===== src/hw/uart_pkg.sv =====
package uart_pkg;
	localparam logic [4:0] OFS_DATA  = 5'h00;
	localparam logic [4:0] OFS_STAT0 = 5'h04;
	localparam logic [4:0] OFS_CTRL0 = 5'h08;
	localparam logic [4:0] OFS_CTRL1 = 5'h0C;
	localparam logic [4:0] OFS_STAT1 = 5'h10;
	localparam logic [4:0] OFS_ADDR  = 5'h14;
	localparam logic [4:0] OFS_BAUDH = 5'h18;
	localparam logic [4:0] OFS_BAUDL = 5'h1C;
	localparam int C0_TX_EN   = 7;
	localparam int C0_RX_EN   = 6;
	localparam int C0_FLOW    = 5;
	localparam int C0_PAR_EN  = 4;
	localparam int C0_PAR_ODD = 3;
	localparam int C0_STOP2   = 1;
	localparam int C1_SCH_HI  = 7;
	localparam int C1_SCH_LO  = 6;
	localparam int C1_MP_EN   = 5;
	localparam int C1_MARKER  = 1;
	localparam int C1_DATA_IRQ = 0;
	localparam logic [1:0] SCH_ALL_ADDR = 2'h1;
	localparam logic [1:0] SCH_MATCH    = 2'h2;
	localparam logic [1:0] SCH_DATA     = 2'h3;
	localparam logic [7:0] RST_CTRL  = 8'h00;
	localparam logic [15:0] RST_BAUD = 16'h0001;
	localparam logic [1:0] RESP_OKAY   = 2'h0;
	localparam logic [1:0] RESP_DECERR = 2'h3;
	typedef enum logic [2:0] {ST_IDLE, ST_START, ST_DATA, ST_NINTH, ST_STOP} ser_state_type;
	typedef struct packed {
		logic        awvalid;
		logic [31:0] awaddr;
		logic        wvalid;
		logic [31:0] wdata;
		logic [3:0]  wstrb;
		logic        bready;
		logic        arvalid;
		logic [31:0] araddr;
		logic        rready;
	} axil_req_type;
	typedef struct packed {
		logic        awready;
		logic        wready;
		logic        bvalid;
		logic [1:0]  bresp;
		logic        arready;
		logic        rvalid;
		logic [31:0] rdata;
		logic [1:0]  rresp;
	} axil_rsp_type;
endpackage


===== src/hw/uart_multidrop.sv =====
// The placing of the registers and the AXI4-Lite register port were chosen for this implementation.
`timescale 1ns/1ps
`default_nettype none
module uart_multidrop #(
	parameter int OVS = 16
) (
	// Clock and reset
	input  wire logic                  clk,
	input  wire logic                  sys_rst,
	// Register bus
	input  wire uart_pkg::axil_req_type bus_req,
	output var  uart_pkg::axil_rsp_type bus_rsp,
	// Port pin configuration
	input  wire logic                  pin_alt_en,
	// Serial line
	input  wire logic                  rxd,
	input  wire logic                  cts_n,
	output logic                       txd,
	// Interrupt requests
	output logic                       tx_irq,
	output logic                       rx_irq
);
	localparam int PW = $clog2(OVS);
	localparam logic [PW-1:0] PH_LAST = PW'(OVS - 1);
	localparam logic [PW-1:0] PH_MID  = PW'(OVS / 2 - 1);

	if (OVS < 4 || (OVS & (OVS - 1)) != 0) begin : g_bad_ovs
		$error("OVS must be a power of two, at least 4");
	end

	uart_pkg::axil_rsp_type rsp_q;
	logic        aw_held_q, w_held_q;
	logic [31:0] waddr_q, wdata_q;
	logic [3:0]  wstrb_q;
	logic [7:0]  ctrl0_q, ctrl1_q, addr_q, tx_hold_q, rx_data_q;
	logic [15:0] baud_q, baud_cnt_q;
	logic        hold_full_q, tx_irq_q, rx_irq_q, txd_q;
	logic        rxd_s1, rxd_s2, cts_s1, cts_s2;
	uart_pkg::ser_state_type tx_st_q;
	logic        avail_q, perr_q, ferr_q, ovr_q, brk_q, marker_q, newfrm_q, irq_ok_q;
	logic        matched_q, first_q;

	assign bus_rsp = rsp_q;
	assign txd     = txd_q;
	assign tx_irq  = tx_irq_q;
	assign rx_irq  = rx_irq_q;

	// Control fields
	logic tx_en, rx_en, flow_en, par_en, par_odd, stop2, mp_en, marker, data_irq;
	logic [1:0] scheme;
	assign tx_en    = ctrl0_q[uart_pkg::C0_TX_EN];
	assign rx_en    = ctrl0_q[uart_pkg::C0_RX_EN];
	assign flow_en  = ctrl0_q[uart_pkg::C0_FLOW];
	assign par_en   = ctrl0_q[uart_pkg::C0_PAR_EN];
	assign par_odd  = ctrl0_q[uart_pkg::C0_PAR_ODD];
	assign stop2    = ctrl0_q[uart_pkg::C0_STOP2];
	assign mp_en    = ctrl1_q[uart_pkg::C1_MP_EN];
	assign marker   = ctrl1_q[uart_pkg::C1_MARKER];
	assign data_irq = ctrl1_q[uart_pkg::C1_DATA_IRQ];
	assign scheme   = ctrl1_q[uart_pkg::C1_SCH_HI:uart_pkg::C1_SCH_LO];

	// Pin synchronisers
	always_ff @(posedge clk) begin
		if (sys_rst) begin
			rxd_s1 <= 1'b1;
			rxd_s2 <= 1'b1;
			cts_s1 <= 1'b1;
			cts_s2 <= 1'b1;
		end else begin
			rxd_s1 <= rxd;
			rxd_s2 <= rxd_s1;
			cts_s1 <= cts_n;
			cts_s2 <= cts_s1;
		end
	end

	logic line;
	assign line = pin_alt_en ? rxd_s2 : 1'b1;

	// Bus decode
	logic wr_go, wr_ok, rd_go, rd_ok, rd_pop;
	logic [4:0] wofs, rofs;
	logic [31:0] rd_val;
	assign wofs   = waddr_q[4:0];
	assign rofs   = bus_req.araddr[4:0];
	assign wr_go  = aw_held_q & w_held_q & ~rsp_q.bvalid;
	assign wr_ok  = waddr_q[31:5] == 27'h0000000 && waddr_q[1:0] == 2'h0;
	assign rd_go  = bus_req.arvalid & rsp_q.arready;
	assign rd_ok  = bus_req.araddr[31:5] == 27'h0000000 && bus_req.araddr[1:0] == 2'h0;
	assign rd_pop = rd_go & rd_ok & rofs == uart_pkg::OFS_DATA;

	function automatic logic wsel(input logic [4:0] ofs);
		return wr_go & wr_ok & wstrb_q[0] & wofs == ofs;
	endfunction

	always_comb begin
		rd_val = 32'h00000000;
		case (rofs)
			uart_pkg::OFS_DATA:  rd_val[7:0] = rx_data_q;
			uart_pkg::OFS_STAT0: rd_val[7:0] = {avail_q, perr_q, ovr_q, ferr_q, brk_q,
				~hold_full_q, tx_st_q == uart_pkg::ST_IDLE, ~cts_s2};
			uart_pkg::OFS_CTRL0: rd_val[7:0] = ctrl0_q;
			uart_pkg::OFS_CTRL1: rd_val[7:0] = ctrl1_q;
			uart_pkg::OFS_STAT1: rd_val[7:0] = {6'h00, newfrm_q, marker_q};
			uart_pkg::OFS_ADDR:  rd_val[7:0] = addr_q;
			uart_pkg::OFS_BAUDH: rd_val[7:0] = baud_q[15:8];
			uart_pkg::OFS_BAUDL: rd_val[7:0] = baud_q[7:0];
			default:             rd_val = 32'h00000000;
		endcase
	end

	// Bus slave handshakes
	always_ff @(posedge clk) begin
		if (sys_rst) begin
			rsp_q         <= '0;
			rsp_q.awready <= 1'b1;
			rsp_q.wready  <= 1'b1;
			rsp_q.arready <= 1'b1;
			aw_held_q     <= 1'b0;
			w_held_q      <= 1'b0;
			waddr_q       <= 32'h00000000;
			wdata_q       <= 32'h00000000;
			wstrb_q       <= 4'h0;
		end else begin
			if (bus_req.awvalid && rsp_q.awready) begin
				waddr_q       <= bus_req.awaddr;
				aw_held_q     <= 1'b1;
				rsp_q.awready <= 1'b0;
			end
			if (bus_req.wvalid && rsp_q.wready) begin
				wdata_q      <= bus_req.wdata;
				wstrb_q      <= bus_req.wstrb;
				w_held_q     <= 1'b1;
				rsp_q.wready <= 1'b0;
			end
			if (wr_go) begin
				rsp_q.bvalid <= 1'b1;
				rsp_q.bresp  <= wr_ok ? uart_pkg::RESP_OKAY : uart_pkg::RESP_DECERR;
				aw_held_q    <= 1'b0;
				w_held_q     <= 1'b0;
			end
			if (rsp_q.bvalid && bus_req.bready) begin
				rsp_q.bvalid  <= 1'b0;
				rsp_q.awready <= 1'b1;
				rsp_q.wready  <= 1'b1;
			end
			if (rd_go) begin
				rsp_q.arready <= 1'b0;
				rsp_q.rvalid  <= 1'b1;
				rsp_q.rdata   <= rd_ok ? rd_val : 32'h00000000;
				rsp_q.rresp   <= rd_ok ? uart_pkg::RESP_OKAY : uart_pkg::RESP_DECERR;
			end
			if (rsp_q.rvalid && bus_req.rready) begin
				rsp_q.rvalid  <= 1'b0;
				rsp_q.arready <= 1'b1;
			end
		end
	end

	// Configuration registers
	always_ff @(posedge clk) begin
		if (sys_rst) begin
			ctrl0_q <= uart_pkg::RST_CTRL;
			ctrl1_q <= uart_pkg::RST_CTRL;
			addr_q  <= uart_pkg::RST_CTRL;
			baud_q  <= uart_pkg::RST_BAUD;
		end else begin
			if (wsel(uart_pkg::OFS_CTRL0))
				ctrl0_q <= wdata_q[7:0];
			if (wsel(uart_pkg::OFS_CTRL1))
				ctrl1_q <= wdata_q[7:0];
			if (wsel(uart_pkg::OFS_ADDR))
				addr_q <= wdata_q[7:0];
			if (wsel(uart_pkg::OFS_BAUDH))
				baud_q[15:8] <= wdata_q[7:0];
			if (wsel(uart_pkg::OFS_BAUDL))
				baud_q[7:0] <= wdata_q[7:0];
		end
	end

	// Oversample tick divider
	logic tick;
	assign tick = baud_cnt_q == 16'h0000;
	always_ff @(posedge clk) begin
		if (sys_rst || tick)
			baud_cnt_q <= baud_q - 16'h0001;
		else
			baud_cnt_q <= baud_cnt_q - 16'h0001;
	end

	// Transmit holding register
	logic tx_load;
	assign tx_load = tx_st_q == uart_pkg::ST_IDLE && tx_en && hold_full_q
		&& (!flow_en || !cts_s2);

	always_ff @(posedge clk) begin
		if (sys_rst) begin
			hold_full_q <= 1'b0;
			tx_hold_q   <= 8'h00;
			tx_irq_q    <= 1'b0;
		end else begin
			if (wsel(uart_pkg::OFS_DATA)) begin
				hold_full_q <= 1'b1;
				tx_hold_q   <= wdata_q[7:0];
			end else if (tx_load) begin
				hold_full_q <= 1'b0;
			end
			tx_irq_q <= ~hold_full_q;
		end
	end

	// Transmit shifter
	logic [7:0]    tx_sh_q;
	logic [PW-1:0] tx_ph_q;
	logic [2:0]    tx_bit_q;
	logic          tx_ninth_q, tx_has9_q, tx_stop2_q, tx_end;
	assign tx_end = tick && tx_ph_q == PH_LAST;

	always_ff @(posedge clk) begin
		if (sys_rst) begin
			tx_st_q    <= uart_pkg::ST_IDLE;
			txd_q      <= 1'b1;
			tx_sh_q    <= 8'h00;
			tx_ph_q    <= '0;
			tx_bit_q   <= 3'h0;
			tx_ninth_q <= 1'b0;
			tx_has9_q  <= 1'b0;
			tx_stop2_q <= 1'b0;
		end else begin
			if (tick)
				tx_ph_q <= tx_ph_q + 1'b1;
			unique case (tx_st_q)
				uart_pkg::ST_IDLE: begin
					txd_q <= 1'b1;
					if (tx_load) begin
						tx_sh_q    <= tx_hold_q;
						tx_ninth_q <= mp_en ? marker : ((^tx_hold_q) ^ par_odd);
						tx_has9_q  <= mp_en | par_en;
						tx_stop2_q <= stop2;
						tx_ph_q    <= '0;
						txd_q      <= 1'b0;
						tx_st_q    <= uart_pkg::ST_START;
					end
				end
				uart_pkg::ST_START: if (tx_end) begin
					txd_q    <= tx_sh_q[0];
					tx_bit_q <= 3'h0;
					tx_st_q  <= uart_pkg::ST_DATA;
				end
				uart_pkg::ST_DATA: if (tx_end) begin
					if (tx_bit_q == 3'h7) begin
						txd_q   <= tx_has9_q ? tx_ninth_q : 1'b1;
						tx_st_q <= tx_has9_q ? uart_pkg::ST_NINTH : uart_pkg::ST_STOP;
					end else begin
						tx_bit_q <= tx_bit_q + 3'h1;
						tx_sh_q  <= {1'b0, tx_sh_q[7:1]};
						txd_q    <= tx_sh_q[1];
					end
				end
				uart_pkg::ST_NINTH: if (tx_end) begin
					txd_q   <= 1'b1;
					tx_st_q <= uart_pkg::ST_STOP;
				end
				uart_pkg::ST_STOP: if (tx_end) begin
					if (tx_stop2_q)
						tx_stop2_q <= 1'b0;
					else
						tx_st_q <= uart_pkg::ST_IDLE;
				end
			endcase
		end
	end

	// Receive shifter
	uart_pkg::ser_state_type rx_st_q;
	logic [7:0]    rx_sh_q;
	logic [PW-1:0] rx_ph_q;
	logic [2:0]    rx_bit_q;
	logic          rx_ninth_q, rx_has9_q, rx_done_q, rx_stop_q, rx_mid, rx_end;
	assign rx_mid = tick && rx_ph_q == PH_MID;
	assign rx_end = tick && rx_ph_q == PH_LAST;

	always_ff @(posedge clk) begin
		if (sys_rst) begin
			rx_st_q    <= uart_pkg::ST_IDLE;
			rx_sh_q    <= 8'h00;
			rx_ph_q    <= '0;
			rx_bit_q   <= 3'h0;
			rx_ninth_q <= 1'b0;
			rx_has9_q  <= 1'b0;
			rx_done_q  <= 1'b0;
			rx_stop_q  <= 1'b0;
		end else begin
			rx_done_q <= 1'b0;
			if (tick)
				rx_ph_q <= rx_ph_q + 1'b1;
			unique case (rx_st_q)
				uart_pkg::ST_IDLE: if (rx_en && !line) begin
					rx_ph_q   <= '0;
					rx_has9_q <= mp_en | par_en;
					rx_st_q   <= uart_pkg::ST_START;
				end
				uart_pkg::ST_START: begin
					if (rx_mid && line)
						rx_st_q <= uart_pkg::ST_IDLE;
					else if (rx_end) begin
						rx_bit_q <= 3'h0;
						rx_st_q  <= uart_pkg::ST_DATA;
					end
				end
				uart_pkg::ST_DATA: begin
					if (rx_mid)
						rx_sh_q <= {line, rx_sh_q[7:1]};
					if (rx_end) begin
						rx_bit_q <= rx_bit_q + 3'h1;
						if (rx_bit_q == 3'h7)
							rx_st_q <= rx_has9_q ? uart_pkg::ST_NINTH : uart_pkg::ST_STOP;
					end
				end
				uart_pkg::ST_NINTH: begin
					if (rx_mid)
						rx_ninth_q <= line;
					if (rx_end)
						rx_st_q <= uart_pkg::ST_STOP;
				end
				uart_pkg::ST_STOP: if (rx_mid) begin
					rx_stop_q <= line;
					rx_done_q <= 1'b1;
					rx_st_q   <= uart_pkg::ST_IDLE;
				end
			endcase
		end
	end

	// Character qualification
	logic is_addr, par_bad, brk_det, addr_hit, deliver, want_irq, ninth_v;
	assign ninth_v  = rx_has9_q & rx_ninth_q;
	assign is_addr  = mp_en & ninth_v;
	assign par_bad  = par_en & ~mp_en & (rx_ninth_q != ((^rx_sh_q) ^ par_odd));
	assign brk_det  = ~rx_stop_q & rx_sh_q == 8'h00 & ~ninth_v;
	assign addr_hit = rx_sh_q == addr_q;

	always_comb begin
		deliver  = 1'b1;
		want_irq = 1'b1;
		if (mp_en) begin
			case (scheme)
				uart_pkg::SCH_ALL_ADDR: want_irq = is_addr;
				uart_pkg::SCH_MATCH: begin
					deliver  = is_addr ? addr_hit : matched_q;
					want_irq = deliver;
				end
				uart_pkg::SCH_DATA: begin
					deliver  = ~is_addr & matched_q;
					want_irq = deliver;
				end
				default: want_irq = 1'b1;
			endcase
		end
	end

	// Receive data register and status
	always_ff @(posedge clk) begin
		if (sys_rst) begin
			rx_data_q <= 8'h00;
			avail_q   <= 1'b0;
			perr_q    <= 1'b0;
			ferr_q    <= 1'b0;
			ovr_q     <= 1'b0;
			brk_q     <= 1'b0;
			marker_q  <= 1'b0;
			newfrm_q  <= 1'b0;
			irq_ok_q  <= 1'b0;
			matched_q <= 1'b0;
			first_q   <= 1'b0;
			rx_irq_q  <= 1'b0;
		end else begin
			if (rd_pop) begin
				avail_q <= 1'b0;
				perr_q  <= 1'b0;
				ferr_q  <= 1'b0;
				ovr_q   <= 1'b0;
				brk_q   <= 1'b0;
			end
			if (rx_done_q && mp_en && scheme[1] && is_addr) begin
				matched_q <= addr_hit;
				first_q   <= addr_hit;
			end
			if (rx_done_q && (deliver || brk_det)) begin
				if (avail_q && !rd_pop)
					ovr_q <= 1'b1;
				else begin
					rx_data_q <= rx_sh_q;
					avail_q   <= 1'b1;
					perr_q    <= par_bad;
					ferr_q    <= ~rx_stop_q;
					brk_q     <= brk_det;
					marker_q  <= is_addr;
					newfrm_q  <= first_q & ~is_addr & scheme[1];
					irq_ok_q  <= want_irq;
					if (!is_addr)
						first_q <= 1'b0;
				end
			end
			rx_irq_q <= (avail_q & irq_ok_q & data_irq)
				| perr_q | ferr_q | ovr_q | brk_q;
		end
	end
endmodule
`default_nettype wire


===== config.mk =====
export PLATFORM = sky130hd
export DESIGN_NAME = uart_multidrop
export DESIGN_NICKNAME = d
export VERILOG_FILES = /design/src/hw/uart_pkg.sv /design/src/hw/uart_multidrop.sv
export SDC_FILE = /design/constraint.sdc
export NUM_CORES = 1
export LEC_CHECK = 0
export BUFFER_PORTS_ARGS = -buffer_cell sky130_fd_sc_hd__buf_2
export CORE_MARGIN = 2
export CORE_UTILIZATION = 51
export DETAILED_ROUTE_END_ITERATION = 16
export GPL_ROUTABILITY_DRIVEN = 0
export PLACE_DENSITY_LB_ADDON = 0.12
export SYNTH_ARGS = -nofsm -noshare
export SYNTH_HDL_FRONTEND = slang
export SYNTH_SLANG_ARGS = --single-unit

===== constraint.sdc =====
create_clock -name clk -period 2.8 [get_ports clk]
set_input_delay 0.28 -clock clk [delete_from_list [all_inputs] [get_ports clk]]
set_output_delay 0.28 -clock clk [all_outputs]
set_load 0.03 [all_outputs]

==> After elaboration in Yosys (flattened, before gate mapping) <==
Cells that the tools add are included.
{ "totals": {"ramBits": 0, "latchBits": 0, "n_memories": 0, "inputBits": 110, "reg_bits": 217, "rom_bits": 0} }
{ "op_classes": {"multipliers": 0, "reduce_logical": 61, "n_mux": 80, "shift": 0, "n_eq_ne": 46, "addsub": 6, "n_lt_le_gt_ge": 0, "n_bitwise": 40, "div": 0} }
{ "ops": {"columns": ["op", "count"], "rows": [
  ["2-to-1 mux 3 bit", 22],
  ["case mux 8 bit (8 select lines)", 1],
  ["logical NOT 27 bit", 2],
  ["equality test 5 bit, second input constant", 7],
  ["2-to-1 mux 1 bit", 35],
  ["2-to-1 mux 8 bit", 4],
  ["subtractor 16 x 1 -> 16 bit, second input constant", 2],
  ["inequality test 2 bit, second input constant", 15],
  ["case mux 3 bit (5 select lines)", 2],
  ["bitwise AND 1 bit", 24],
  ["2-to-1 mux 4 bit", 6],
  ["equality test 5 x 4 -> 1 bit, second input constant", 4],
  ["logical AND 1 bit", 19],
  ["logical NOT 16 bit", 1],
  ["2-to-1 mux 16 bit", 1],
  ["case mux 8 bit (2 select lines)", 1],
  ["AND reduction 4 bit", 4],
  ["parity 8 bit", 2],
  ["equality test 3 x 2 -> 1 bit, second input constant", 4],
  ["equality test 3 bit, second input constant", 4],
  ["case mux 3 bit (2 select lines)", 2],
  ["AND reduction 2 bit", 6],
  ["logical NOT 5 bit", 2],
  ["nonzero test 2 bit", 5],
  ["28 further kinds", 58]
]} }

==> Depth between registers and ports, before layout <==
Gate-level depths: netlist of the first run.
{ "logic_depth": {"depth_word": 9, "depth_mapped": 13, "ltp_nobuf": 10} }

==> Least setup slack after synthesis of the first run <==
No wires, ideal clock.
{ "synth_timing": {"path_type": "reg2reg", "start": "register baud_cnt_q[11]", "end": "register baud_cnt_q[14]", "slack_ps": -158, "stages_incl_launch_ff": 13, "synth_period_minus_slack_ps": 2958, "required_time_ps": 2673, "arrival_time_ps": 2831, "cell_sequence": "dfxtp_1 > or4_4 > nor4_4 > a21oi_1 > buf_2 > buf_2 > mux2i_1 > ha_1 > nand2b_1 > nor2_1 > mux2i_1 > nor4_1 > xnor2_1"} }
{ "synth_between": {"elab_chain_cells": 3, "word_cells_on_any_way": 4, "cone_classes": "add/sub (1); mux (1); reduce/logical (2)"} }
{ "synth_lines": {"columns": ["element", "line_no", "text"], "rows": [
  ["start: declaration", "uart_multidrop.sv:36", "logic [15:0] baud_q, baud_cnt_q;"],
  ["start signal: assignment", "uart_multidrop.sv:186", "baud_cnt_q <= baud_q - 16'h0001;"],
  ["start signal: assignment", "uart_multidrop.sv:188", "baud_cnt_q <= baud_cnt_q - 16'h0001;"],
  ["branches (longest 2 deep; another with subtractor 16 x 1 -> 16 bit)", null, null],
  ["2-to-1 mux 16 bit *", "uart_multidrop.sv:185", "if (sys_rst || tick)"]
]} }
Every way passes the cells marked *.
A chain may end at the register's enable or synchronous reset.

==> Worst setup path after layout of the first run <==
{ "layout_timing": {"start": "register baud_cnt_q[14]", "end": "register baud_cnt_q[14]"} }
The elaborated chain is that of the path after synthesis.

==> out/qor.csv, run 1 <==
metric;value;unit
endpoint type of the worst setup path;flop;
Leak;4.16;nW
ANT cells;0;
Area after DPL;0.00953;sq mm
Total GRT Usage;23.7;%
beginning of the worst hold path;rxd;
I/O pin count;154;
Final period util;92.7;%
crit path DAT;2.97;ns
Post-synth EDFFs;0;
H-tree lvl count;4;
CTS root buffer;clkbuf_16;
Final Hold Viols;0;
R2R Path End;baud_cnt_q[14]$_DFF_P_;
Least-Margin Pin Slew;0.818;ns
most frequent cells in the layout;dfxtp_1 (191), nand2_1 (144), nor2_1 (138), buf_2 (101), mux2i_1 (92);
DIE WIDTH;136;microns
Post-Route WL;21.5;mm
Setup CP Type;flop to flop;
clock sink total;191;
commonest non-fill, non-tap cell in the layout;dfxtp_1;
Synth area leader;dfxtp_1;
clock latency on the worst-skew pair;0.45;ns
area share of the largest cell type after synthesis;42.8;%
Critical R2R Launch;baud_cnt_q[14]$_DFF_P_;
first-pass GRT wire length;34.5;mm
Ys Warns;0;
grt total ovfl;0;
Placeable Area;0.0172;sq mm
Cell Area, Synth;0.00893;sq mm
Synth area leaders;dfxtp_1 (43%), mux2i_1 (10%), nand2_1 (6.1%);
vias per std cell;5.50;
Hold Path Sink;rxd_s1$_SDFF_PP1_;
Compound-Gate Fraction of Synth Area;12.7;%
Synth Area in Simple Gates;21.7;%
Hold Path Class;input pin to flop;
Reg clk slew, reported paths;0.08;ns
post-synth cell types;69;
Worst Setup SP;baud_cnt_q[14]$_DFF_P_;
Vias;7459;
sequential element share of the synthesized area;42.8;%
I/O Buffers;102;
WHS;0.0144;ns
flop2flop setup slack;0.21;ns
mux share of post-synthesis cell area;11.3;%
ys async rst share;0;%
drt drc;0;
Clock power frac;38.1;%
Setup Buffers After CTS;0;
Avg WL per Cell;15.8;microns
largest net degree at the start of global routing;82;
die area;0.0186;sq mm
status;completed;
reg2reg path depth;10;
fin area;0.0101;sq mm
Worst setup SP type;flop;
P&R area growth vs syn;13.4;%
critical path required time;3.18;ns
DR iter-0 viols;461;
Slew headroom;45.5;%
RSZ-0062 raised after global routing;no;
Hold Path Cell Cnt;2;
CTS Hold Bufs;0;
Die Y;136;microns
final setup fails;0;
switching power;1.87;mW
Max FO, Critical Path;4;
Most used DFF post-synth;dfxtp_1;
fmax;385;MHz
power share of the combinational group;14.1;%
Final Max Tran Viols;0;
Switching Fraction;29.7;%
Adder-Cell Fraction of Synth Area;1.54;%
layout cells sized above 1;15.8;%
antenna violations before repair;0;
Clock Skews;0.0159;ns
post-synthesis xor/xnor area fraction;3.92;%
ANT nets after route;0;
NumNets Final;1240;
Rows;48;
dpl hpwl;15.2;mm
Pint;4.42;mW
worst IR drop on VDD;503;uV
CTS Buf Count;17;
Final Util;58.9;%
TritonCTS clock tree;yes;
Initial Utilization;52.0;%
max_cap viols;0;
CTS max path bufs;2;
largest family of logic cells by synthesized area;simple AND/OR/NAND/NOR gates;
synthesis-stage register bit count;191;
fin crit period;2.59;ns
power density cells;622;mW/mm^2
Gates resized, CTS repair;0;
Sequential Power Share;47.8;%
Post-Syn Area per Cell;8.59;sq um
gate count after technology mapping;1039;
number of global-route vias before repair;6579;
Detailed Routing Iterations Pass 1;5;
## power groups by stage
stage	Clock (mW)	Sequential, mW	Combinational (mW)
floorplan	0	3.03	0.689
global placement	0	3.06	0.878
detailed placement	0	3.06	0.889
CTS	2.44	3.00	0.893
global route	2.55	3.03	0.990
finish	2.40	3.01	0.888
## how the worst max path moves through the flow
stage,to,depth (start not counted)
2_1_floorplan,baud_cnt_q[14]$_DFF_P_,12
3_3_place_gp,baud_cnt_q[14]$_DFF_P_,10
6_report,baud_cnt_q[14]$_DFF_P_,10
3_5_place_dp,baud_cnt_q[14]$_DFF_P_,10
4_1_cts,baud_cnt_q[14]$_DFF_P_,10
5_1_grt,baud_cnt_q[14]$_DFF_P_,10
## cell usage after synthesis, types with 8 or more instances
library cell  count
a21oi_1          68
a22oi_1          13
nand2_1         144
inv_1            30
o21ai_0          22
nor3_1           23
xor2_1            8
ha_1             11
nand4_1          10
dfxtp_1         191
nand2b_1          8
mux2i_1          92
nor2_1          138
nand3_1           9
a311oi_1          8
buf_4            27
clkbuf_1         44
xnor2_1          32
nor4_1           21
mux2_2            8
## sequential cells by signal, indices dropped and copies added, names as in the netlist, 4 cells and up
signal / cells
addr_q: 8
baud_cnt_q: 16
baud_q: 16
bus_rsp: 15
ctrl0_q: 8
ctrl1_q: 8
rx_data_q: 8
rx_ph_q: 4
rx_sh_q: 8
tx_hold_q: 8
tx_ph_q: 4
tx_sh_q: 8
waddr_q: 32
wdata_q: 8
## per-layer routing
layer,GRT usage [%],routed length (microns)
met5,0,0
met4,7.93,417
met3,4.55,1140
met2,36.2,9760
met1,33.5,10200
## stage by stage
stage,setup TNS (ns),power (mW),std cells,worst slack (ns)
6_report,0,6.29,1357,0.205
5_1_grt,0,6.57,1357,0.0107
4_1_cts,0,6.33,1357,0.179
3_5_place_dp,0,3.95,1325,0.207
3_3_place_gp,0,3.94,1325,0.234
2_1_floorplan,-0.0247,3.72,1062,-0.0247
## logic make-up after synthesis
| logic type | after synthesis |
|---|---|
| simple gates | 411 |
| compound gates | 173 |
| mux | 100 |
| xor+xnor | 40 |
| other cells | 1 |
| fa+ha+maj | 11 |
| buf+inv | 112 |
| flops | 191 |
## worst max-delay path, cell delays in order (launching register included)
cell	delay [ns]
dfxtp_1	0.32
or4_4	0.56
nor4_4	0.21
a21oi_2	0.13
mux2i_1	0.21
ha_2	0.24
nand2b_1	0.09
nor2_1	0.09
mux2i_1	0.16
nor4_1	0.36
xnor2_1	0.15
## layout make-up
type	count	area [sq um]
Fill cell	1592	7060
Tap cell	225	282
Sequential cell	191	3820
Clock buffer	17	425
Timing Repair Buffer	120	648
Multi-Input combinational cell	759	4660
Inverter	30	113
Clock inverter	15	165
Power figures use the tool's default switching activity.
==> inputs of run 2 (changes only) <==
CORE_MARGIN = default   (was 2)
CORE_UTILIZATION = 55   (was 51)
SLEW_MARGIN = 30   (was default)
clock period = 2.5 ns   (was 2.8 ns; I/O delays follow)
==> run 2 against run 1 <==
Against the previous run: flip-flop and latch count unchanged; die area down 9.9%; clock skew down 0.0075 ns; global-route usage up 2.8 points; largest power group unchanged.
==> out/qor.csv, run 2 (synthesized netlist as in run 1, its figures left out) <==
metric;value;unit;change
Leak;4.27;nW;+2.6%
fmax;412;MHz;+6.9%
Placed Cells;1334;;+0.68%
critical path required time;2.87;ns;-0.31 ns
Critical Path Slowest Stage Cell;or4_4;;
Max FO, Critical Path;3;;-1
first-pass GRT wire length;34.2;mm;-1.0%
die area;0.0167;sq mm;-9.9%
Final Power;7.13;mW;+13%
Critical R2R Launch;baud_cnt_q[14]$_DFF_P_;;
CTS root buffer;clkbuf_16;;
Clock Skews;0.00835;ns;-0.00753 ns
Final Max Tran Viols;0;;unchanged
crit path DAT;2.80;ns;-0.17 ns
flop2flop setup slack;0.07;ns;-0.13 ns
Total GRT Usage;26.4;%;+2.8 points
vias per std cell;5.50;;about the same
non-filler cells, final;1370;;+0.96%
Largest Register;waddr_q;;
Hold Path Class;input pin to flop;;
Final Util;65.1;%;+6.1 points
Detailed Routing Iterations Pass 1;7;;+2
H-tree lvl count;4;;unchanged
Final period util;97.1;%;+4.5 points
Avg WL per Cell;15.6;microns;-1.4%
CTS max path bufs;2;;unchanged
Vias;7537;;+1.0%
endpoint type of the worst setup path;flop;;
Crit path max-delay family;simple AND/OR/NAND/NOR gates;;
ANT nets after route;0;;unchanged
most frequent cells in the layout;dfxtp_1 (191), nand2_1 (144), nor2_1 (135), buf_2 (101), mux2i_1 (91);;
biggest regs;waddr_q x32, baud_cnt_q x16, baud_q x16;;
ANT cells;0;;unchanged
Hold Path Sink;cts_s1$_SDFF_PP1_;;
CP Buf/Inv Count;0;;unchanged
R2R Path End;baud_cnt_q[14]$_DFF_P_;;
CP Cell Sequence;or4_4 -> nor4_4 -> a21oi_2 -> mux2i_1 -> ha_2 -> nand2b_1 -> nor2_1 -> mux2i_2 -> nor4_2 -> xnor2_1;;
final setup fails;0;;unchanged
Crit path largest cell delay;0.56;ns;about the same
I/O pin count;154;;unchanged
P&R area growth vs syn;15.8;%;
Rows;46;;-4.2%
layout cells sized above 1;17.8;%;+2.0 points
Setup CP Type;flop to flop;;
dpl hpwl;15.1;mm;-1.2%
worst IR drop on VDD;542;uV;+7.6%
Post-Route WL;21.4;mm;-0.45%
DIE WIDTH;129;microns;-5.1%
Die Y;129;microns;-5.1%
max FFs per register;32;;unchanged
Least-Margin Pin Slew;0.680;ns;-0.138 ns
DR iter-0 viols;577;;+25%
number of global-route vias before repair;6644;;+0.99%
Hold Path Cell Cnt;2;;unchanged
grt total ovfl;0;;unchanged
Final Hold Viols;0;;unchanged
TritonCTS clock tree;yes;;
reg2reg path depth;10;;unchanged
status;completed;;
beginning of the worst hold path;cts_n;;
Worst setup SP type;flop;;
clock sink total;191;;unchanged
commonest non-fill, non-tap cell in the layout;dfxtp_1;;
I/O Buffers;102;;unchanged
max_cap viols;0;;unchanged
clock latency on the worst-skew pair;0.44;ns;about the same
Initial Utilization;56.2;%;+4.2 points
Slew headroom;54.7;%;+9.2 points
fin crit period;2.43;ns;-0.166 ns
Reg clk slew, reported paths;0.07;ns;about the same
largest net degree at the start of global routing;66;;-20%
NumNets Final;1263;;+1.9%
antenna violations before repair;0;;unchanged
drt drc;0;;unchanged
Placeable Area;0.0159;sq mm;-7.5%
power density cells;690;mW/mm^2;+11%
RSZ-0062 raised after global routing;yes;;
CTS Buf Count;17;;unchanged
[run 2: cell count changes in the layout (fill, tap and decap cells not counted), moves of 2 or more]
cell / change
clkinv_8: -2
buf_12: +2
inv_8: -4
dlygate4sd3_1: +3
nor2_1: -3
buf_4: +18
nor2_2: +2
inv_6: +4
[run 2: through the flow]
step                      TNS (ns)  worst slack (ns)  hold slack (ns)  instance area (sq um)
after floorplan             -0.871            -0.325            0.350                   9020
after global placement           0            0.0828            0.395                   9670
after detailed placement         0            0.0102            0.401                   9670
after CTS                        0           0.00888           0.0124                  10300
after global routing        -0.378            -0.138           0.0124                  10300
final                            0            0.0717           0.0184                  10300
[run 2: where the power goes]
part / total [mW] / switching [mW] / internal (mW)
Clock: 2.67 / 1.26 / 1.41
Combinational: 1.10 / 0.639 / 0.459
Sequential: 3.36 / 0.149 / 3.21
[run 2: final cells by class]
cell class | instances | area [sq um]
sequential | 191 | 3820
multi-input combinational | 759 | 4700
clock buffer | 17 | 425
fill | 1412 | 5550
timing repair buffer | 143 | 853
clock inverter | 14 | 151
tap | 216 | 270
inverter | 30 | 113
[run 2: repair_timing]
| item | CTS | global route |
|---|---|---|
| buffers inserted | 0 | 2 |
| resized for setup | 0 | 8 |
| endpoints found under the hold margin | 3 | 0 |
| hold buffers | 3 | 0 |
| endpoints found under the setup margin | 1 | 14 |
| pin swaps | 1 | 2 |
[run 2: how the worst max path moves through the flow]
| stage | from | slack [ns] | cells after the start | to |
|---|---|---|---|---|
| after floorplan | baud_cnt_q[14]$_DFF_P_ | -0.32 | 12 | baud_cnt_q[14]$_DFF_P_ |
| after global placement | baud_cnt_q[14]$_DFF_P_ | 0.08 | 10 | baud_cnt_q[14]$_DFF_P_ |
| after detailed placement | baud_cnt_q[14]$_DFF_P_ | 0.01 | 10 | baud_cnt_q[14]$_DFF_P_ |
| after CTS | baud_cnt_q[14]$_DFF_P_ | 0.009 | 10 | baud_cnt_q[14]$_DFF_P_ |
| after global routing | baud_cnt_q[14]$_DFF_P_ | -0.14 | 10 | baud_cnt_q[14]$_DFF_P_ |
| final | baud_cnt_q[14]$_DFF_P_ | 0.07 | 10 | baud_cnt_q[14]$_DFF_P_ |
[run 2: per-layer routing]
layer  track usage [%]  part of all wire [%]
met4              7.06                   1.3
met3              4.95                   5.4
met1              35.8                    46
met5                 0                     0
met2              43.2                    47
==> inputs of run 3 (changes only) <==
REMOVE_ABC_BUFFERS = 1   (was default)
==> run 3 against run 2 <==
Against the previous run: the flow now finishes with violations (negative setup slack); via count increased by 1.2%; wire length increased by 2.9%; global-route usage about the same; clock skew increased by 0.0021 ns; critical path type unchanged.
==> out/qor.csv, run 3 (synthesized netlist as in run 1, its figures left out) <==
metric;value;unit;change
max FFs per register;32;;unchanged
Slew headroom;56.2;%;+1.5 points
I/O pin count;154;;unchanged
biggest regs;waddr_q x32, baud_cnt_q x16, baud_q x16;;
Rows;46;;unchanged
Final period util;101;%;+3.9 points
R2R Path End;baud_cnt_q[10]$_DFF_P_;;
crit path DAT;2.85;ns;+0.05 ns
H-tree lvl count;4;;unchanged
endpoint type of the worst setup path;flop;;
status;finished with violations;;
Reg clk slew, reported paths;0.07;ns;about the same
beginning of the worst hold path;bus_req[71];;
Clock Skews;0.0105;ns;+0.00212 ns
power density cells;683;mW/mm^2;-0.97%
die area;0.0167;sq mm;unchanged
CP Cell Sequence;or4_4 -> nor4_4 -> a21oi_2 -> mux2i_1 -> ha_2 -> nand2b_1 -> nor2_1 -> mux2i_2 -> buf_4 -> nor2_4 -> xor2_1;;
Sequential Power Share;47.7;%;+0.5 points
most frequent cells in the layout;dfxtp_1 (191), nand2_1 (144), nor2_1 (135), buf_2 (101), mux2i_1 (91);;
Pint;5.01;mW;-1.3%
Vias;7629;;+1.2%
Total Negative Setup Slacks;-0.0286;ns;-0.0286 ns
ANT nets after route;0;;unchanged
DR iter-0 viols;537;;-6.9%
clock sink total;191;;unchanged
CTS Buf Count;17;;unchanged
dpl hpwl;15.4;mm;+2.3%
largest net degree at the start of global routing;119;;+80%
Worst setup SP type;flop;;
flop2flop setup slack;-0.03;ns;-0.10 ns
Final Util;65.2;%;+0.13 points
vias per std cell;5.54;;+0.78%
clock latency on the worst-skew pair;0.44;ns;about the same
drt drc;0;;unchanged
I/O Buffers;102;;unchanged
RSZ-0062 raised after global routing;yes;;
Placeable Area;0.0159;sq mm;unchanged
commonest non-fill, non-tap cell in the layout;dfxtp_1;;
Final Power;7.07;mW;-0.78%
switching power;2.06;mW;+0.62%
reg2reg path depth;11;;+1
Hold Path Sink;bus_rsp[39]$_SDFFE_PP1P_;;
critical path required time;2.82;ns;-0.05 ns
DIE WIDTH;129;microns;unchanged
grt total ovfl;0;;unchanged
fin crit period;2.53;ns;+0.0972 ns
Crit path largest cell delay;0.55;ns;about the same
CTS max path bufs;2;;unchanged
Hold Path Cell Cnt;2;;unchanged
Final Max Tran Viols;0;;unchanged
P&R area growth vs syn;16.0;%;
Leak;4.27;nW;+0.15%
Total GRT Usage;26.4;%;-0.048 points
final setup fails;2;;+2
Final Hold Viols;0;;unchanged
Placed Cells;1337;;+0.22%
NumNets Final;1268;;+0.40%
TritonCTS clock tree;yes;;
first-pass GRT wire length;33.8;mm;-1.1%
Critical R2R Launch;baud_cnt_q[14]$_DFF_P_;;
Critical Path Slowest Stage Cell;or4_4;;
power share of the combinational group;16.1;%;+0.7 points
layout cells sized above 1;18.2;%;+0.43 points
non-filler cells, final;1376;;+0.44%
Largest Register;waddr_q;;
Setup CP Type;flop to flop;;
Hold Path Class;input pin to flop;;
CTS root buffer;clkbuf_16;;
worst IR drop on VDD;514;uV;-5.0%
Least-Margin Pin Slew;0.653;ns;-0.0276 ns
WHS;0.0122;ns;-0.00625 ns
Avg WL per Cell;16.0;microns;+2.4%
setup slack after layout;-0.0255;ns;-0.0972 ns
Switching Fraction;29.2;%;+0.40 points
number of global-route vias before repair;6608;;-0.54%
Initial Utilization;56.2;%;unchanged
Detailed Routing Iterations Pass 1;7;;unchanged
ANT cells;0;;unchanged
Post-Route WL;22.0;mm;+2.9%
Max FO, Critical Path;4;;+1
Clock power frac;36.3;%;-1.1 points
fmax;396;MHz;-3.8%
antenna violations before repair;0;;unchanged
failing checks;negative setup slack;;
Die Y;129;microns;unchanged
max_cap viols;0;;unchanged
[run 3: cell types whose count changed in the layout (fill, tap and decap cells not counted), moves of 2 or more]
cell        before  now
inv_6            6    3
buf_4           37   42
inv_8            1    3
clkinvlp_4       2    5
[run 3: repair_timing]
| action | in CTS | in global routing |
|---|---|---|
| gates cloned | 0 | 1 |
| hold buffers | 2 | 0 |
| pin swaps | 7 | 3 |
| resized for setup | 4 | 5 |
| hold endpoints to repair | 2 | 0 |
| setup endpoints to repair | 5 | 12 |
| buffers inserted | 3 | 1 |
[run 3: worst max-delay path by stage]
stage	to	slack, ns	from	depth (start not counted)
floorplan	baud_cnt_q[14]$_DFF_P_	-1.06	baud_cnt_q[3]$_DFF_P_	10
global placement	baud_cnt_q[14]$_DFF_P_	-0.02	baud_cnt_q[11]$_DFF_P_	10
detailed placement	baud_cnt_q[14]$_DFF_P_	-0.12	baud_cnt_q[11]$_DFF_P_	10
CTS	baud_cnt_q[14]$_DFF_P_	-0.008	baud_cnt_q[14]$_DFF_P_	10
global route	baud_cnt_q[14]$_DFF_P_	-0.17	baud_cnt_q[14]$_DFF_P_	10
finish	baud_cnt_q[10]$_DFF_P_	-0.03	baud_cnt_q[14]$_DFF_P_	11
[run 3: per-stage QoR]
step | worst slack (ns) | cell area [sq um]
2_1_floorplan | -1.06 | 8590
3_3_place_gp | -0.0150 | 9700
3_5_place_dp | -0.118 | 9700
4_1_cts | -0.00763 | 10300
5_1_grt | -0.174 | 10400
6_report | -0.0255 | 10400
[run 3: routing by layer]
metal / vias to the layer above / track usage (%) / wire length, microns
met5: - / 0 / 0
met4: 0 / 9.27 / 434
li1: 3800 / - / -
met3: 36 / 6.65 / 1540
met1: 3544 / 34.4 / 10000
met2: 249 / 42.4 / 10000
[run 3: area by class of cell]
| class | instances | area, sq um |
|---|---|---|
| multi-input combinational | 760 | 4710 |
| clock inverter | 15 | 129 |
| inverter | 30 | 113 |
| sequential | 191 | 3820 |
| timing repair buffer | 147 | 881 |
| clock buffer | 17 | 425 |
| fill | 1401 | 5530 |
| tap | 216 | 270 |
[run 3: critical path, delay by kind of cell, from the launching register on]
| family | cells | cell delay, ns |
|---|---|---|
| and+or+nand+nor | 5 | 0.97 |
| muxes | 2 | 0.43 |
| DFF | 1 | 0.31 |
| adders and majority gates | 1 | 0.22 |
| buffers and inverters | 1 | 0.20 |
| AOI/OAI and AO/OA | 1 | 0.14 |
| xor gates and xnor gates | 1 | 0.13 |
[run 3: power groups by stage]
| stage | Clock [mW] | Combinational (mW) | Sequential [mW] |
|---|---|---|---|
| floorplan | 0 | 0.666 | 3.41 |
| global placement | 0 | 1.04 | 3.43 |
| detailed placement | 0 | 1.06 | 3.43 |
| CTS | 2.60 | 1.11 | 3.36 |
| global route | 2.72 | 1.24 | 3.39 |
| finish | 2.57 | 1.14 | 3.37 |
